==> src/acd_pkg.sv <==
// shared constants for the audio clock divider configuration block
package acd_pkg;
  // register offsets on the control port
  localparam logic [7:0] ACD_TOP_BITS_OFS = 8'h3B;
  localparam logic [7:0] ACD_PRI_LOW_OFS = 8'h3C;
  localparam logic [7:0] ACD_SEC_LOW_OFS = 8'h3D;
  localparam logic [7:0] ACD_NM_OFS = 8'h3E;
  localparam logic [7:0] ACD_PLL_EN_OFS = 8'h44;
  localparam logic [7:0] ACD_IF_EN_OFS = 8'h45;
  localparam logic [7:0] ACD_CKO_SEL_OFS = 8'h46;
  // reset values
  localparam logic [7:0] ACD_TOP_BITS_RST = 8'h00;
  localparam logic [7:0] ACD_PRI_LOW_RST = 8'h01;
  localparam logic [7:0] ACD_SEC_LOW_RST = 8'h01;
  localparam logic [7:0] ACD_NM_RST = 8'h01;
  localparam logic [7:0] ACD_PLL_EN_RST = 8'h00;
  localparam logic [7:0] ACD_IF_EN_RST = 8'h00;
  localparam logic [7:0] ACD_CKO_SEL_RST = 8'h00;
  // writable bit masks; other bits read as zero
  localparam logic [7:0] ACD_TOP_BITS_MASK = 8'hFE;
  localparam logic [7:0] ACD_NM_MASK = 8'h3F;
  localparam logic [7:0] ACD_PLL_EN_MASK = 8'h07;
  localparam logic [7:0] ACD_CKO_SEL_MASK = 8'h07;
  // field positions
  localparam int ACD_PRI_TOP_BIT = 2;
  localparam int ACD_SEC_TOP_BIT = 1;
  localparam int ACD_FIRST_STAGE_BIT = 2;
  localparam int ACD_SECOND_STAGE_BIT = 1;
  localparam int ACD_DENSITY_BIT = 0;
  localparam int ACD_MODULATOR_BIT = 4;
  localparam int ACD_PRI_BCLK_BIT = 3;
  localparam int ACD_SEC_BCLK_BIT = 2;
  localparam int ACD_PRI_FSYNC_BIT = 1;
  localparam int ACD_SEC_FSYNC_BIT = 0;
  // divider code widths; code zero means two to this power
  localparam int ACD_BCLK_CODE_W = 9;
  localparam int ACD_NM_CODE_W = 6;
  // clock output source codes
  typedef enum logic [2:0] {
    ACD_SRC_PLL, ACD_SRC_PRI_BCLK, ACD_SRC_SEC_BCLK,
    ACD_SRC_CTRL_CLK, ACD_SRC_OSC, ACD_SRC_DSP, ACD_SRC_RSV6, ACD_SRC_RSV7
  } acd_src_e;
endpackage : acd_pkg

==> src/acd_top.sv <==
// register file and divider gating for the audio clock divider block
`timescale 1ns/1ps
module acd_top
  import acd_pkg::*;
(
  input wire logic CLOCK,
  input wire logic RSTN,
  input wire logic REG_WR,
  input wire logic REG_RD,
  input wire logic [7:0] REG_ADDR,
  input wire logic [7:0] REG_WDATA,
  output logic [7:0] REG_RDATA,
  input wire logic AUTO_DETECT_ON,
  input wire logic [8:0] AUTO_PRI_RATIO,
  input wire logic [8:0] AUTO_SEC_RATIO,
  input wire logic [5:0] AUTO_NM_RATIO,
  input wire logic PRI_SRC_TICK,
  input wire logic SEC_SRC_TICK,
  input wire logic NM_SRC_TICK,
  input wire logic PLL_CLK_IN,
  input wire logic CTRL_PORT_CLK_IN,
  input wire logic OSC_CLK_IN,
  input wire logic DSP_CLK_IN,
  output logic PRI_BITCLK,
  output logic PRI_BITCLK_TICK,
  output logic SEC_BITCLK,
  output logic SEC_BITCLK_TICK,
  output logic ANALOG_NM_CLK,
  output logic ANALOG_NM_TICK,
  output logic FIRST_STAGE_DIVIDER_ON,
  output logic SECOND_STAGE_DIVIDER_ON,
  output logic DENSITY_CLOCK_DIVIDER_ON,
  output logic MODULATOR_CLOCK_DIVIDER_ON,
  output logic PRIMARY_FRAMESYNC_DIVIDER_ON,
  output logic SECONDARY_FRAMESYNC_DIVIDER_ON,
  output logic GP_CLOCK_OUT
);
  // stored register bytes
  logic [7:0] top_bits_q, top_bits_d;
  logic [7:0] pri_low_q, pri_low_d;
  logic [7:0] sec_low_q, sec_low_d;
  logic [7:0] nm_q, nm_d;
  logic [7:0] pll_en_q, pll_en_d;
  logic [7:0] if_en_q, if_en_d;
  logic [7:0] cko_sel_q, cko_sel_d;
  logic [7:0] rdata_q, rdata_d;

  // effective divider codes
  logic [ACD_BCLK_CODE_W-1:0] pri_manual_code;
  logic [ACD_BCLK_CODE_W-1:0] sec_manual_code;
  logic [ACD_BCLK_CODE_W-1:0] pri_code;
  logic [ACD_BCLK_CODE_W-1:0] sec_code;
  logic [ACD_NM_CODE_W-1:0] nm_code;
  logic pri_bclk_on;
  logic sec_bclk_on;
  logic pri_bclk;
  logic sec_bclk;

  // write path; bits that cannot be written stay at zero
  always_comb begin
    top_bits_d = top_bits_q;
    pri_low_d = pri_low_q;
    sec_low_d = sec_low_q;
    nm_d = nm_q;
    pll_en_d = pll_en_q;
    if_en_d = if_en_q;
    cko_sel_d = cko_sel_q;
    if (REG_WR) begin
      unique case (REG_ADDR)
        ACD_TOP_BITS_OFS: top_bits_d = REG_WDATA & ACD_TOP_BITS_MASK;
        ACD_PRI_LOW_OFS: pri_low_d = REG_WDATA;
        ACD_SEC_LOW_OFS: sec_low_d = REG_WDATA;
        ACD_NM_OFS: nm_d = REG_WDATA & ACD_NM_MASK;
        ACD_PLL_EN_OFS: pll_en_d = REG_WDATA & ACD_PLL_EN_MASK;
        // reserved bits stored as written
        ACD_IF_EN_OFS: if_en_d = REG_WDATA;
        ACD_CKO_SEL_OFS: cko_sel_d = REG_WDATA & ACD_CKO_SEL_MASK;
        default: ;
      endcase
    end
  end

  // read path; unmapped offsets read zero
  always_comb begin
    rdata_d = rdata_q;
    if (REG_RD) begin
      unique case (REG_ADDR)
        ACD_TOP_BITS_OFS: rdata_d = top_bits_q;
        ACD_PRI_LOW_OFS: rdata_d = pri_low_q;
        ACD_SEC_LOW_OFS: rdata_d = sec_low_q;
        ACD_NM_OFS: rdata_d = nm_q;
        ACD_PLL_EN_OFS: rdata_d = pll_en_q;
        ACD_IF_EN_OFS: rdata_d = if_en_q;
        ACD_CKO_SEL_OFS: rdata_d = cko_sel_q;
        default: rdata_d = 8'h00;
      endcase
    end
  end

  // register bank
  always_ff @(posedge CLOCK) begin
    if (!RSTN) begin
      top_bits_q <= ACD_TOP_BITS_RST;
      pri_low_q <= ACD_PRI_LOW_RST;
      sec_low_q <= ACD_SEC_LOW_RST;
      nm_q <= ACD_NM_RST;
      pll_en_q <= ACD_PLL_EN_RST;
      if_en_q <= ACD_IF_EN_RST;
      cko_sel_q <= ACD_CKO_SEL_RST;
      rdata_q <= 8'h00;
    end else begin
      top_bits_q <= top_bits_d;
      pri_low_q <= pri_low_d;
      sec_low_q <= sec_low_d;
      nm_q <= nm_d;
      pll_en_q <= pll_en_d;
      if_en_q <= if_en_d;
      cko_sel_q <= cko_sel_d;
      rdata_q <= rdata_d;
    end
  end

  assign pri_manual_code = {top_bits_q[ACD_PRI_TOP_BIT], pri_low_q};
  assign sec_manual_code = {top_bits_q[ACD_SEC_TOP_BIT], sec_low_q};

  assign pri_code = AUTO_DETECT_ON ? AUTO_PRI_RATIO : pri_manual_code;
  assign sec_code = AUTO_DETECT_ON ? AUTO_SEC_RATIO : sec_manual_code;
  assign nm_code = AUTO_DETECT_ON ? AUTO_NM_RATIO : nm_q[ACD_NM_CODE_W-1:0];

  assign pri_bclk_on = if_en_q[ACD_PRI_BCLK_BIT];
  assign sec_bclk_on = if_en_q[ACD_SEC_BCLK_BIT];

  acd_divider #(.W(ACD_BCLK_CODE_W)) u_pri_div (
    .clk(CLOCK),
    .rst_n(RSTN),
    .enable(pri_bclk_on),
    .src_tick(PRI_SRC_TICK),
    .code(pri_code),
    .div_clk(pri_bclk),
    .div_tick(PRI_BITCLK_TICK)
  );

  acd_divider #(.W(ACD_BCLK_CODE_W)) u_sec_div (
    .clk(CLOCK),
    .rst_n(RSTN),
    .enable(sec_bclk_on),
    .src_tick(SEC_SRC_TICK),
    .code(sec_code),
    .div_clk(sec_bclk),
    .div_tick(SEC_BITCLK_TICK)
  );

  // analog divider, clocked whenever the second stage runs
  acd_divider #(.W(ACD_NM_CODE_W)) u_nm_div (
    .clk(CLOCK),
    .rst_n(RSTN),
    .enable(pll_en_q[ACD_SECOND_STAGE_BIT]),
    .src_tick(NM_SRC_TICK),
    .code(nm_code),
    .div_clk(ANALOG_NM_CLK),
    .div_tick(ANALOG_NM_TICK)
  );

  assign PRI_BITCLK = pri_bclk;
  assign SEC_BITCLK = sec_bclk;

  assign FIRST_STAGE_DIVIDER_ON = pll_en_q[ACD_FIRST_STAGE_BIT];
  assign SECOND_STAGE_DIVIDER_ON = pll_en_q[ACD_SECOND_STAGE_BIT];
  assign DENSITY_CLOCK_DIVIDER_ON = pll_en_q[ACD_DENSITY_BIT];
  assign MODULATOR_CLOCK_DIVIDER_ON = if_en_q[ACD_MODULATOR_BIT];
  assign PRIMARY_FRAMESYNC_DIVIDER_ON = if_en_q[ACD_PRI_FSYNC_BIT];
  assign SECONDARY_FRAMESYNC_DIVIDER_ON = if_en_q[ACD_SEC_FSYNC_BIT];

  acd_clkout_sel u_cko (
    .clk(CLOCK),
    .rst_n(RSTN),
    .sel(cko_sel_q[2:0]),
    .sources({DSP_CLK_IN, OSC_CLK_IN, CTRL_PORT_CLK_IN, sec_bclk, pri_bclk, PLL_CLK_IN}),
    .clk_out(GP_CLOCK_OUT)
  );

  assign REG_RDATA = rdata_q;
endmodule : acd_top

==> src/acd_divider.sv <==
// gated programmable divider counting source ticks
`timescale 1ns/1ps
module acd_divider #(
  parameter int W = 9
) (
  input wire logic clk,
  input wire logic rst_n,
  input wire logic enable,
  input wire logic src_tick,
  input wire logic [W-1:0] code,
  output logic div_clk,
  output logic div_tick
);
  logic [W:0] cnt_q, cnt_d;
  logic out_q, out_d;
  logic tick_q, tick_d;
  logic [W:0] ratio;
  logic [W:0] last;

  // code zero stands for the full power of two
  assign ratio = (code == '0) ? {1'b1, {W{1'b0}}} : {1'b0, code};
  assign last = ratio - {{W{1'b0}}, 1'b1};

  // count ticks; high for the first half of each period
  always_comb begin
    cnt_d = cnt_q;
    out_d = out_q;
    tick_d = 1'b0;
    if (!enable) begin
      cnt_d = '0;
      out_d = 1'b0;
    end else if (src_tick) begin
      cnt_d = (cnt_q >= last) ? '0 : cnt_q + {{W{1'b0}}, 1'b1};
      tick_d = (cnt_q >= last);
      out_d = (ratio == {{W{1'b0}}, 1'b1}) ? 1'b1 : (cnt_d < (ratio >> 1));
    end else if (ratio == {{W{1'b0}}, 1'b1}) begin
      out_d = 1'b0; // divide by one echoes the tick
    end
  end

  // state registers
  always_ff @(posedge clk) begin
    if (!rst_n) begin
      cnt_q <= '0;
      out_q <= 1'b0;
      tick_q <= 1'b0;
    end else begin
      cnt_q <= cnt_d;
      out_q <= out_d;
      tick_q <= tick_d;
    end
  end

  assign div_clk = out_q;
  assign div_tick = tick_q;
endmodule : acd_divider

==> src/acd_clkout_sel.sv <==
// source selection for the general purpose clock output
`timescale 1ns/1ps
module acd_clkout_sel
  import acd_pkg::*;
(
  input wire logic clk,
  input wire logic rst_n,
  input wire logic [2:0] sel,
  input wire logic [5:0] sources,
  output logic clk_out
);
  logic out_q, out_d;

  // pick one source; reserved codes give a quiet low output
  always_comb begin
    unique case (acd_src_e'(sel))
      ACD_SRC_PLL: out_d = sources[0];
      ACD_SRC_PRI_BCLK: out_d = sources[1];
      ACD_SRC_SEC_BCLK: out_d = sources[2];
      ACD_SRC_CTRL_CLK: out_d = sources[3];
      ACD_SRC_OSC: out_d = sources[4];
      ACD_SRC_DSP: out_d = sources[5];
      default: out_d = 1'b0;
    endcase
  end

  // output register
  always_ff @(posedge clk) begin
    if (!rst_n) begin
      out_q <= 1'b0;
    end else begin
      out_q <= out_d;
    end
  end

  assign clk_out = out_q;
endmodule : acd_clkout_sel

==> config.mk <==
export PLATFORM = sky130hd
export DESIGN_NAME = acd_top
export DESIGN_NICKNAME = d
export VERILOG_FILES = /design/src/acd_pkg.sv /design/src/acd_top.sv /design/src/acd_divider.sv /design/src/acd_clkout_sel.sv
export SDC_FILE = /design/constraint.sdc
export NUM_CORES = 1
export LEC_CHECK = 0
export ABC_CLOCK_PERIOD_IN_PS = 4600
export BUFFER_PORTS_ARGS = -buffer_cell sky130_fd_sc_hd__buf_4
export CORE_UTILIZATION = 44
export CTS_CLUSTER_SIZE = 8
export DETAILED_ROUTE_END_ITERATION = 7
export PLACE_DENSITY = 0.76
export SYNTH_ARGS = -nofsm -noshare
export SYNTH_HDL_FRONTEND = slang
export SYNTH_SLANG_ARGS = --single-unit
==> constraint.sdc <==
create_clock -name CLOCK -period 4.6 [get_ports CLOCK]
set_clock_uncertainty 0.05 [all_clocks]
set_input_delay 0.46 -clock CLOCK [delete_from_list [all_inputs] [get_ports CLOCK]]
set_output_delay 0.46 -clock CLOCK [all_outputs]
set_load 0.01 [all_outputs]
=== Yosys cells after proc, flatten, opt, wreduce, memory -nomap -nowiden ===
Cells that the tools add are included.

* Add/sub/neg operators: 6
* $lt $le $gt $ge: 6
* Equality and inequality tests: 15
* Muxes and demuxes: 20
* Reductions and logical operators: 20

{| class="wikitable"
|+ Operator list
! operator !! number
|-
| one-hot mux 8 bit (7 select lines) || 1
|-
| 2-to-1 mux 10 bit || 4
|-
| equality test 8 x 6 -> 1 bit, second input constant || 4
|-
| equality test 8 x 7 -> 1 bit, second input constant || 3
|-
| adder 10 x 1 -> 10 bit, second input constant || 2
|-
| equality test 10 x 1 -> 1 bit, second input constant || 2
|-
| greater-or-equal comparator 10 bit || 2
|-
| less-than comparator 10 x 9 -> 1 bit || 2
|-
| AND reduction 2 bit || 10
|-
| subtractor 10 x 1 -> 10 bit, second input constant || 2
|-
| zero test 9 bit || 2
|-
| 2-to-1 mux 9 bit || 2
|-
| 2-to-1 mux 7 bit || 2
|-
| 2-to-1 mux 1 bit || 9
|-
| AND reduction 3 bit || 3
|-
| adder 7 x 1 -> 7 bit, second input constant || 1
|-
| equality test 7 x 1 -> 1 bit, second input constant || 1
|-
| greater-or-equal comparator 7 bit || 1
|-
| less-than comparator 7 x 6 -> 1 bit || 1
|-
| subtractor 7 x 1 -> 7 bit, second input constant || 1
|-
| equality test 3 x 2 -> 1 bit, second input constant || 2
|-
| equality test 3 bit, second input constant || 2
|-
| zero test 6 bit || 1
|-
| 2-to-1 mux 6 bit || 1
|-
| other kinds (4) || 6
|}

* Register bits: 85
* Input port bits: 52
* Output and inout port bits: 21

=== Longest topological paths before layout ===
Gate-level depths: netlist of run 1.

* Depth in word-level cells: 9
* Gate-level depth with buffers: 23
* Gate-level depth less buffers: 20

=== Hierarchy ===
From an unflattened synthesis of run 1, not the netlist that was laid out.

* Cells, all modules: 770
* Area total of the unflattened synthesis: 6402.4 sq um

{| class="wikitable"
|+ Modules (own cells, without submodules)
! module !! times used !! cells an instance !! area an instance (sq um) !! seq. area each (sq um)
|-
| acd_top || 1 || 288 || 2626.3 || 1021.0
|-
| acd_divider at u_pri_div || 1 || 178 || 1367.6 || 240.2
|-
| acd_divider at u_sec_div || 1 || 174 || 1353.8 || 240.2
|-
| acd_divider at u_nm_div || 1 || 124 || 980.9 || 180.2
|-
| acd_clkout_sel || 1 || 6 || 73.8 || 20.0
|}

=== Worst setup path before layout of run 1 ===
Ideal clock, no wire load.

* Kind: in2reg
* From: input AUTO_DETECT_ON
* To: register u_sec_div.out_q, in the netlist u_sec_div.div_clk
* Arrival: 4.222 ns
* Required time: 4.480 ns
* Setup slack: 0.258 ns
* Cell stages on the path: 21
* Cells stage by stage: buf_4 -> buf_6 -> mux2_2 -> inv_1 -> ha_1 -> nand2_1 -> nor2_2 -> o21ai_0 -> xnor2_1 -> ha_1 -> a211o_1 -> a21oi_1 -> o21ai_1 -> a21oi_2 -> buf_2 -> o21a_1 -> ha_1 -> a21o_1 -> a211o_1 -> a2111oi_0 -> o2bb2ai_1

* Longest elaborated chain between the ends: 9
* Elaborated cells between the ends (all ways): 11
* Classes of those cells: 1 x add/sub; 2 x order compare; 1 x eq/ne; 5 x mux; 2 x reduce/logical

{| class="wikitable"
|+ Ends and longest elaborated chain
! what !! line !! text
|-
| start: declaration || acd_top.sv:13 || <nowiki>input wire logic AUTO_DETECT_ON,</nowiki>
|-
| 2-to-1 mux 9 bit * || acd_top.sv:127 || <nowiki>assign sec_code = AUTO_DETECT_ON ? AUTO_SEC_RATIO : sec_manual_code;</nowiki>
|-
| zero test 9 bit || acd_divider.sv:21 || <nowiki>assign ratio = (code == '0) ? {1'b1, {W{1'b0}}} : {1'b0, code};</nowiki>
|-
| 2-to-1 mux 10 bit * || acd_divider.sv:21 ||
|-
| subtractor 10 x 1 -> 10 bit || acd_divider.sv:22 || <nowiki>assign last = ratio - {{W{1'b0}}, 1'b1};</nowiki>
|-
| greater-or-equal comparator 10 bit || acd_divider.sv:33 || <nowiki>cnt_d = (cnt_q >= last) ? '0 : cnt_q + {{W{1'b0}}, 1'b1};</nowiki>
|-
| 2-to-1 mux 10 bit || acd_divider.sv:33 ||
|-
| less-than comparator 10 x 9 -> 1 bit || acd_divider.sv:35 || <nowiki>out_d = (ratio == {{W{1'b0}}, 1'b1}) ? 1'b1 : (cnt_d < (ratio >> 1));</nowiki>
|-
| 2-to-1 mux 1 bit || acd_divider.sv:35 ||
|-
| 2-to-1 mux 1 bit || acd_divider.sv:32 || <nowiki>end else if (src_tick) begin</nowiki>
|-
| end signal: assignment || acd_divider.sv:49 || <nowiki>out_q <= out_d;</nowiki>
|-
| end: declaration || acd_divider.sv:15 || <nowiki>logic out_q, out_d;</nowiki>
|}

Mark *: on every way between the ends. The rest lies on a longest branch, timed or not.
A chain may end at the register's enable or synchronous reset.

=== Worst setup path in the final report of run 1 ===
* From: input AUTO_DETECT_ON
* To: register u_pri_div.out_q, in the netlist u_pri_div.div_clk

* Longest elaborated chain between the ends: 9
* Elaborated cells between the ends (all ways): 11
* Classes of those cells: 1 x add/sub; 2 x order compare; 1 x eq/ne; 5 x mux; 2 x reduce/logical

{| class="wikitable"
|+ Ends and longest elaborated chain
! what !! line !! text
|-
| 2-to-1 mux 9 bit * || acd_top.sv:126 || <nowiki>assign pri_code = AUTO_DETECT_ON ? AUTO_PRI_RATIO : pri_manual_code;</nowiki>
|-
| zero test 9 bit || acd_divider.sv:21 ||
|-
| 2-to-1 mux 10 bit * || acd_divider.sv:21 ||
|-
| subtractor 10 x 1 -> 10 bit || acd_divider.sv:22 ||
|-
| greater-or-equal comparator 10 bit || acd_divider.sv:33 ||
|-
| 2-to-1 mux 10 bit || acd_divider.sv:33 ||
|-
| less-than comparator 10 x 9 -> 1 bit || acd_divider.sv:35 ||
|-
| 2-to-1 mux 1 bit || acd_divider.sv:35 ||
|-
| 2-to-1 mux 1 bit || acd_divider.sv:32 ||
|-
| end signal: assignment || acd_divider.sv:49 ||
|-
| end: declaration || acd_divider.sv:15 ||
|}

Marked as above.

==> results.txt, run 1 <==
Status -> finished clean
I/O Buffers -> 72
CP peak stage delay -> 0.41 ns
Max VDD drop -> 211 uV
Final Slew Violations -> 0
Crit. End Element -> flip-flop
Total Die Area -> 14700 sq um
Worst reg2reg startpoint -> pri_low_q[4]
Final Power -> 1710 uW
Residual DRC -> 0
CTS H-tree depth -> 3
EDFF count, synth -> 0
Clk root buf -> clkbuf_16
Detailed Routing Iterations Pass 1 -> 5
Worst Setup SP -> AUTO_DETECT_ON
Final Hold Fails -> 0
Setup bufs post-CTS -> 0
Layout filler cell count -> 1322
Post-DP HPWL -> 12400 um
Die span in x -> 121 um
PostCTS Resize Cnt -> 0
Setup CP Type -> in -> reg
Min cycle time layout -> 4.18 ns
CP max-delay cell -> mux2_2
Area of the multi-input gates -> 4340 sq um
Mapped cell area -> 6270 sq um
Clock latency at the later pin of the worst-skew pair -> 0.35 ns
Yosys reg bits -> 85
Drt wl/cell -> 16.1 um
Critical path data arrival time -> 4.40 ns
Period utilization -> 0.909
DR vias -> 5863
CP Cell Sequence -> buf_4 > mux2_2 > inv_1 > ha_1 > a31oi_1 > xnor2_1 > ha_1 > a211o_1 > a21oi_1 > o21ai_1 > a21oi_2 > and2_1 > ha_1 > a21o_1 > a2111oi_0 > nor2_1 > o32ai_1
Peak fanout along the critical path -> 19
Hold WC Path Type -> in -> reg
Final wirelength -> 16500 um
Share of cells above drive strength 1 -> 0.144
FF-to-FF setup slack -> 0.43 ns
Cts hold-fix bufs -> 0
Number of routed nets with antenna violations -> 0
FF+latch area -> 1700 sq um
Clock buffer depth -> 2
Setup violators final -> 0
CTS tree -> yes
Initial Util -> 0.452
Via-per-instance ratio -> 5.72
Post-synth cell types -> 64
Ys async rst share -> 0
Cell mode on critical path -> ha_1
Die height -> 121 um
Max_slew headroom -> 0.485
Largest net degree at the start of global routing -> 46
Vias in the first global route -> 5118
First-pass GRT wire length -> 26100 um
Sink Count -> 85
Num rows -> 43
Final setup TNS -> 0 ns
Lkg Pwr -> 0.00292 uW
Worst Max-Slew Pin Slew -> 0.771 ns
Iteration-0 DRC Markers -> 475
Capturing point of the worst reg2reg path -> u_pri_div.div_clk
Layout Nets -> 951
Overflow after GRT -> 0
Syn avg cell area -> 8.04 sq um
RePlAce Congestion -> 0.872
Register area share after synthesis -> 0.271
F_max -> 239 MHz
Global Route Usage Sum -> 0.228
Core Region -> 13900 sq um
Reg clk slew, reported paths -> 0.07 ns
Io pins -> 73
CP required -> 4.81 ns
Startpoint class of the critical path -> input port
Ant diodes -> 0
Power per cell area -> 235 nW/um^2
Max Cap Viol -> 0
CTS buffer count -> 9
Top FF cell, synth -> dfxtp_1
Area grow syn2layout -> 15.5%
Unrepaired setup endpoints after global routing -> false
Initial antenna violation count -> 0
Cells after Synth -> 780
Worst setup path end -> u_pri_div.div_clk
Synth warn -> 0
Syn Nets -> 891
Worst R2R Path Depth -> 15
[routing by layer]
metal / track usage / vias up / part of all wire
li1: - / 2927 / -
met1: 0.317 / 2728 / 0.47
met2: 0.338 / 181 / 0.45
met3: 0.0573 / 27 / 0.061
met4: 0.0818 / 0 / 0.025
met5: 0 / - / 0
[sequential cells by signal (all words and copies together) (netlist names), 3 cells and up]
name	flops
REG_RDATA	8
sec_low_q	8
pri_low_q	8
cko_sel_q	3
nm_q	6
if_en_q	8
u_nm_div.cnt_q	7
u_sec_div.cnt_q	10
top_bits_q	7
pll_en_q	3
u_pri_div.cnt_q	10
[critical path: cells and delay by family]
family                   cells  cell delay (ns)
AND/OR/NAND/NOR              2             0.31
adder cells (fa/ha/maj)      3             0.80
XOR/XNOR                     1             0.17
multiplexers                 1             0.41
buffers and inverters        2             0.34
AO/OA/AOI/OAI                8             1.90
[stage by stage]
step	utilization	std cells	area, sq um	hold slack [ns]	worst slack (ns)
3_5_place_dp	0.501	1009	6960	0.390	0.0436
6_report	0.522	1025	7250	0.330	0.417
3_3_place_gp	0.501	1009	6960	0.391	0.154
5_1_grt	0.522	1025	7250	0.313	0.0710
4_1_cts	0.522	1025	7250	0.307	0.418
2_1_floorplan	-	780	6270	0.382	0.258
[synthesized netlist by cell type (all sizes together), types with 5 or more instances]
master,number,area [sq um]
xnor2,15,131
nor2,57,216
nand3b,5,37.5
nor3,14,81.3
mux2,5,56.3
xor2,15,131
nand4b,7,61.3
a21oi,71,363
nand4,6,37.5
o21a,11,82.6
mux2i,47,474
nand2b,34,213
inv,15,56.3
nor2b,7,43.8
clkbuf,18,67.6
a31oi,15,93.8
a21o,8,60.1
o21ai,27,135
ha,59,738
dfxtp,85,1700
buf,17,108
and2,18,113
nor3b,13,109
nand2,87,327
nand3,73,365
[worst min path at each step]
stage                       start  slack, ns  depth (start not counted)             to
global placement    top_bits_q[3]       0.39                          2  top_bits_q[3]
finish                       RSTN       0.33                          2   pri_low_q[0]
detailed placement   REG_RDATA[7]       0.39                          1   REG_RDATA[7]
floorplan           top_bits_q[6]       0.38                          2  top_bits_q[6]
global route                 RSTN       0.31                          2        nm_q[0]
CTS                          RSTN       0.31                          2        nm_q[0]
[cell type report]
cell class | count | share of cell area
sequential | 85 | 0.235
clock buffer | 10 | 0.0330
tap | 180 | 0.0311
clock inverter | 6 | 0.00742
inverter | 15 | 0.00777
timing repair buffer | 84 | 0.0870
multi-input combinational | 645 | 0.599
[cell families after synthesis]
| family | Yosys count | synth area share |
|---|---|---|
| xor+xnor | 30 | 0.0419 |
| flops | 85 | 0.271 |
| buf+inv | 50 | 0.0369 |
| simple gates | 339 | 0.283 |
| compound gates | 163 | 0.160 |
| other cells | 1 | 0.000598 |
| mux | 53 | 0.0881 |
| fa+ha+maj | 59 | 0.118 |
[where the power goes]
part	internal (uW)	total (uW)	switching, uW
Combinational	102	236	134
Clock	391	733	342
Sequential	736	737	0.672
[cell usage in the layout (no fill, tap or decap), types with 5 or more instances in the layout]
cell,n
inv_1,13
buf_4,84
clkbuf_16,9
nand4_1,6
xor2_1,15
ha_1,59
nor2b_1,7
nand3b_1,5
nand3_1,73
dfxtp_1,85
and2_1,18
nand2_1,87
a31oi_1,15
mux2i_1,46
o21ai_0,24
nand2b_1,34
o21a_1,11
xnor2_1,15
nor3b_1,12
mux2_2,5
a21oi_1,69
nor2_1,56
a21o_1,8
nor3_1,13
nand4b_1,7
Power figures use the tool's default switching activity.
==> run 2: changes to the inputs <==
--- a/config.mk
+++ b/config.mk
@@ -10,6 +10,7 @@
 export CORE_UTILIZATION = 44
 export CTS_CLUSTER_SIZE = 8
 export DETAILED_ROUTE_END_ITERATION = 7
+export GPL_TIMING_DRIVEN = 0
 export PLACE_DENSITY = 0.76
 export SYNTH_ARGS = -nofsm -noshare
 export SYNTH_HDL_FRONTEND = slang
==> run 2 against run 1 <==
  * Wire length rose by 6.4%
  * Sequential share of layout area fell by 0.36 points
  * Worst hold slack improved by 0.0047 ns
  * First-iteration DRC count rose by 22%
  * Global-route usage rose by 0.98 points
  * Flip-flop and latch count did not move
  * Combinational power rose by 6%
  * Power rose by 0.18%
  * Via count rose by 4.0%
  * Non-clock buffer count rose by 21
  * Critical path type is now reg -> reg
==> results.txt, run 2 (synthesis gave the netlist of run 1 again) <==
Total Die Area -> 14700 sq um (unchanged)
Area grow syn2layout -> 17.3%
I/O Buffers -> 67 (-6.9%)
RePlAce Congestion -> 0.868 (-0.40%)
Post-DP HPWL -> 13200 um (+6.4%)
Startpoint class of the critical path -> flip-flop
Biggest regs -> u_pri_div.cnt_q x10, u_sec_div.cnt_q x10
Period utilization -> 0.949 (+0.0396)
Detailed Routing Iterations Pass 1 -> 6 (+1)
Initial Util -> 0.452 (unchanged)
Drt wl/cell -> 16.8 um (+4.2%)
Setup violators final -> 0 (unchanged)
Critical path data arrival time -> 4.58 ns (+0.18 ns)
CTS buffer count -> 9 (unchanged)
Global Route Usage Sum -> 0.238 (+0.00983)
CP max-delay cell -> or4_4
Final wirelength -> 17500 um (+6.4%)
Number of routed nets with antenna violations -> 0 (unchanged)
Clk root buf -> clkbuf_16
Cts hold-fix bufs -> 0 (unchanged)
Ant diodes -> 0 (unchanged)
Layout filler cell count -> 1340 (+1.4%)
Status -> finished clean
Initial antenna violation count -> 0 (unchanged)
Max Cap Viol -> 0 (unchanged)
Leading cell type in the layout, fill and taps excluded -> nand2_1
Final Slew Violations -> 0 (unchanged)
Final Instance Area -> 7360 sq um (+1.5%)
Share of cells above drive strength 1 -> 0.147 (+0.00227)
Vias in the first global route -> 5361 (+4.7%)
CP required -> 4.81 ns (about the same)
First-pass GRT wire length -> 27100 um (+3.7%)
Num rows -> 43 (unchanged)
Lkg Pwr -> 0.00294 uW (+0.96%)
Core Region -> 13900 sq um (unchanged)
DR vias -> 6100 (+4.0%)
Worst Max-Slew Pin Slew -> 0.739 ns (-0.0321 ns)
Largest net degree at the start of global routing -> 17 (-63%)
Min cycle time layout -> 4.36 ns (+0.182 ns)
Io pins -> 73 (unchanged)
Die span in x -> 121 um (unchanged)
Max VDD drop -> 168 uV (-20%)
Reg clk slew, reported paths -> 0.07 ns (about the same)
CTS tree -> yes
Max_slew headroom -> 0.500 (+0.0144)
CP Cell Sequence -> or4_4 > o22ai_2 > a31oi_1 > nor2_1 > xor2_1 > ha_1 > o21a_1 > a21oi_1 > o21ai_1 > a21oi_4 > clkbuf_4 > and2_1 > ha_1 > a21o_1 > a2111oi_2 > nor2_1 > o32ai_1
Clock latency at the later pin of the worst-skew pair -> 0.36 ns (about the same)
Power per cell area -> 232 nW/um^2 (-1.3%)
Final Power -> 1710 uW (+0.18%)
Peak fanout along the critical path -> 10 (-9)
Sink Count -> 85 (unchanged)
Crit. End Element -> flip-flop
Clock buffer depth -> 2 (unchanged)
Hold WC Path Type -> in -> reg
Placed cell area -> 7000 sq um (+0.68%)
Layout Nets -> 972 (+2.2%)
FF-to-FF setup slack -> 0.24 ns (-0.19 ns)
CTS H-tree depth -> 3 (unchanged)
Final Hold Fails -> 0 (unchanged)
Iteration-0 DRC Markers -> 580 (+22%)
Setup CP Type -> reg -> reg
Commonest cells after routing, fill and taps aside -> nand2_1, dfxtp_1, buf_4
Overflow after GRT -> 0 (unchanged)
Die height -> 121 um (unchanged)
Via-per-instance ratio -> 5.83 (+2.0%)
Residual DRC -> 0 (unchanged)
F_max -> 229 MHz (-4.2%)
CP peak stage delay -> 0.56 ns (+0.15 ns)
Final Util -> 0.530 (+0.00802)
==> run 2: cell types whose count changed in the layout (fill, tap and decap cells not counted), sizes merged <==
cell and change:
clkinv -1, clkinvlp +1, clkbuf +19, buf +2
==> run 2: final timing paths <==
check           startpoint                 to  depth (start not counted)
max           pri_low_q[4]  u_pri_div.div_clk                         17
min           REG_WDATA[7]       sec_low_q[7]                          3
max reg2reg   pri_low_q[4]  u_pri_div.div_clk                         17
min reg2reg  top_bits_q[3]      top_bits_q[3]                          2
==> run 2: final cells by class <==
cell class	instances	area, sq um	area share
clock buffers	10	229	0.0311
plain buffers	35	184	0.0250
inverters	15	56.3	0.00765
repair buffers	70	526	0.0714
well taps	180	225	0.0306
clock inverters	6	55.1	0.00748
multi-input cells	645	4380	0.596
flip-flops and latches	85	1700	0.231
==> run 2: timing repair <==
| action | CTS | global route |
|---|---|---|
| gates resized for setup | 2 | 10 |
| pin swaps | 1 | 2 |
| hold endpoints to repair | 0 | 0 |
| buffers inserted | 1 | 2 |
| endpoints found under the setup margin | 2 | 2 |
==> run 2: critical path, delay by kind of cell (launching register included) <==
family,cells,cell delay [ns]
flops,1,0.35
buf+inv,1,0.24
xor+xnor,1,0.19
fa+ha+maj,2,0.51
compound gates,9,1.91
simple gates,4,1.02
==> run 2: power by group <==
group	internal [uW]	switching, uW	leakage, uW
Sequential	736	0.662	0.000685
Clock	377	346	0.000133
Combinational	105	144	0.00213
Total	1220	491	0.00294
==> run 2: metrics by stage <==
| stage | TNS, ns | hold slack (ns) | cells | setup slack (ns) |
|---|---|---|---|---|
| floorplan | 0 | 0.382 | 780 | 0.258 |
| global placement | -0.541 | 0.388 | 1027 | -0.304 |
| detailed placement | -0.756 | 0.395 | 1027 | -0.405 |
| CTS | 0 | 0.327 | 1044 | 0.0580 |
| global route | -0.0313 | 0.343 | 1046 | -0.0170 |
| finish | 0 | 0.335 | 1046 | 0.235 |
==> run 2: layer usage <==
metal	vias to the layer above	global-route usage	wire length, um	share of wire
met1	2853	0.327	8030	0.46
met4	0	0.0988	349	0.020
li1	2987	-	-	-
met3	22	0.0273	1100	0.063
met2	238	0.376	8060	0.46
met5	-	0	0	0
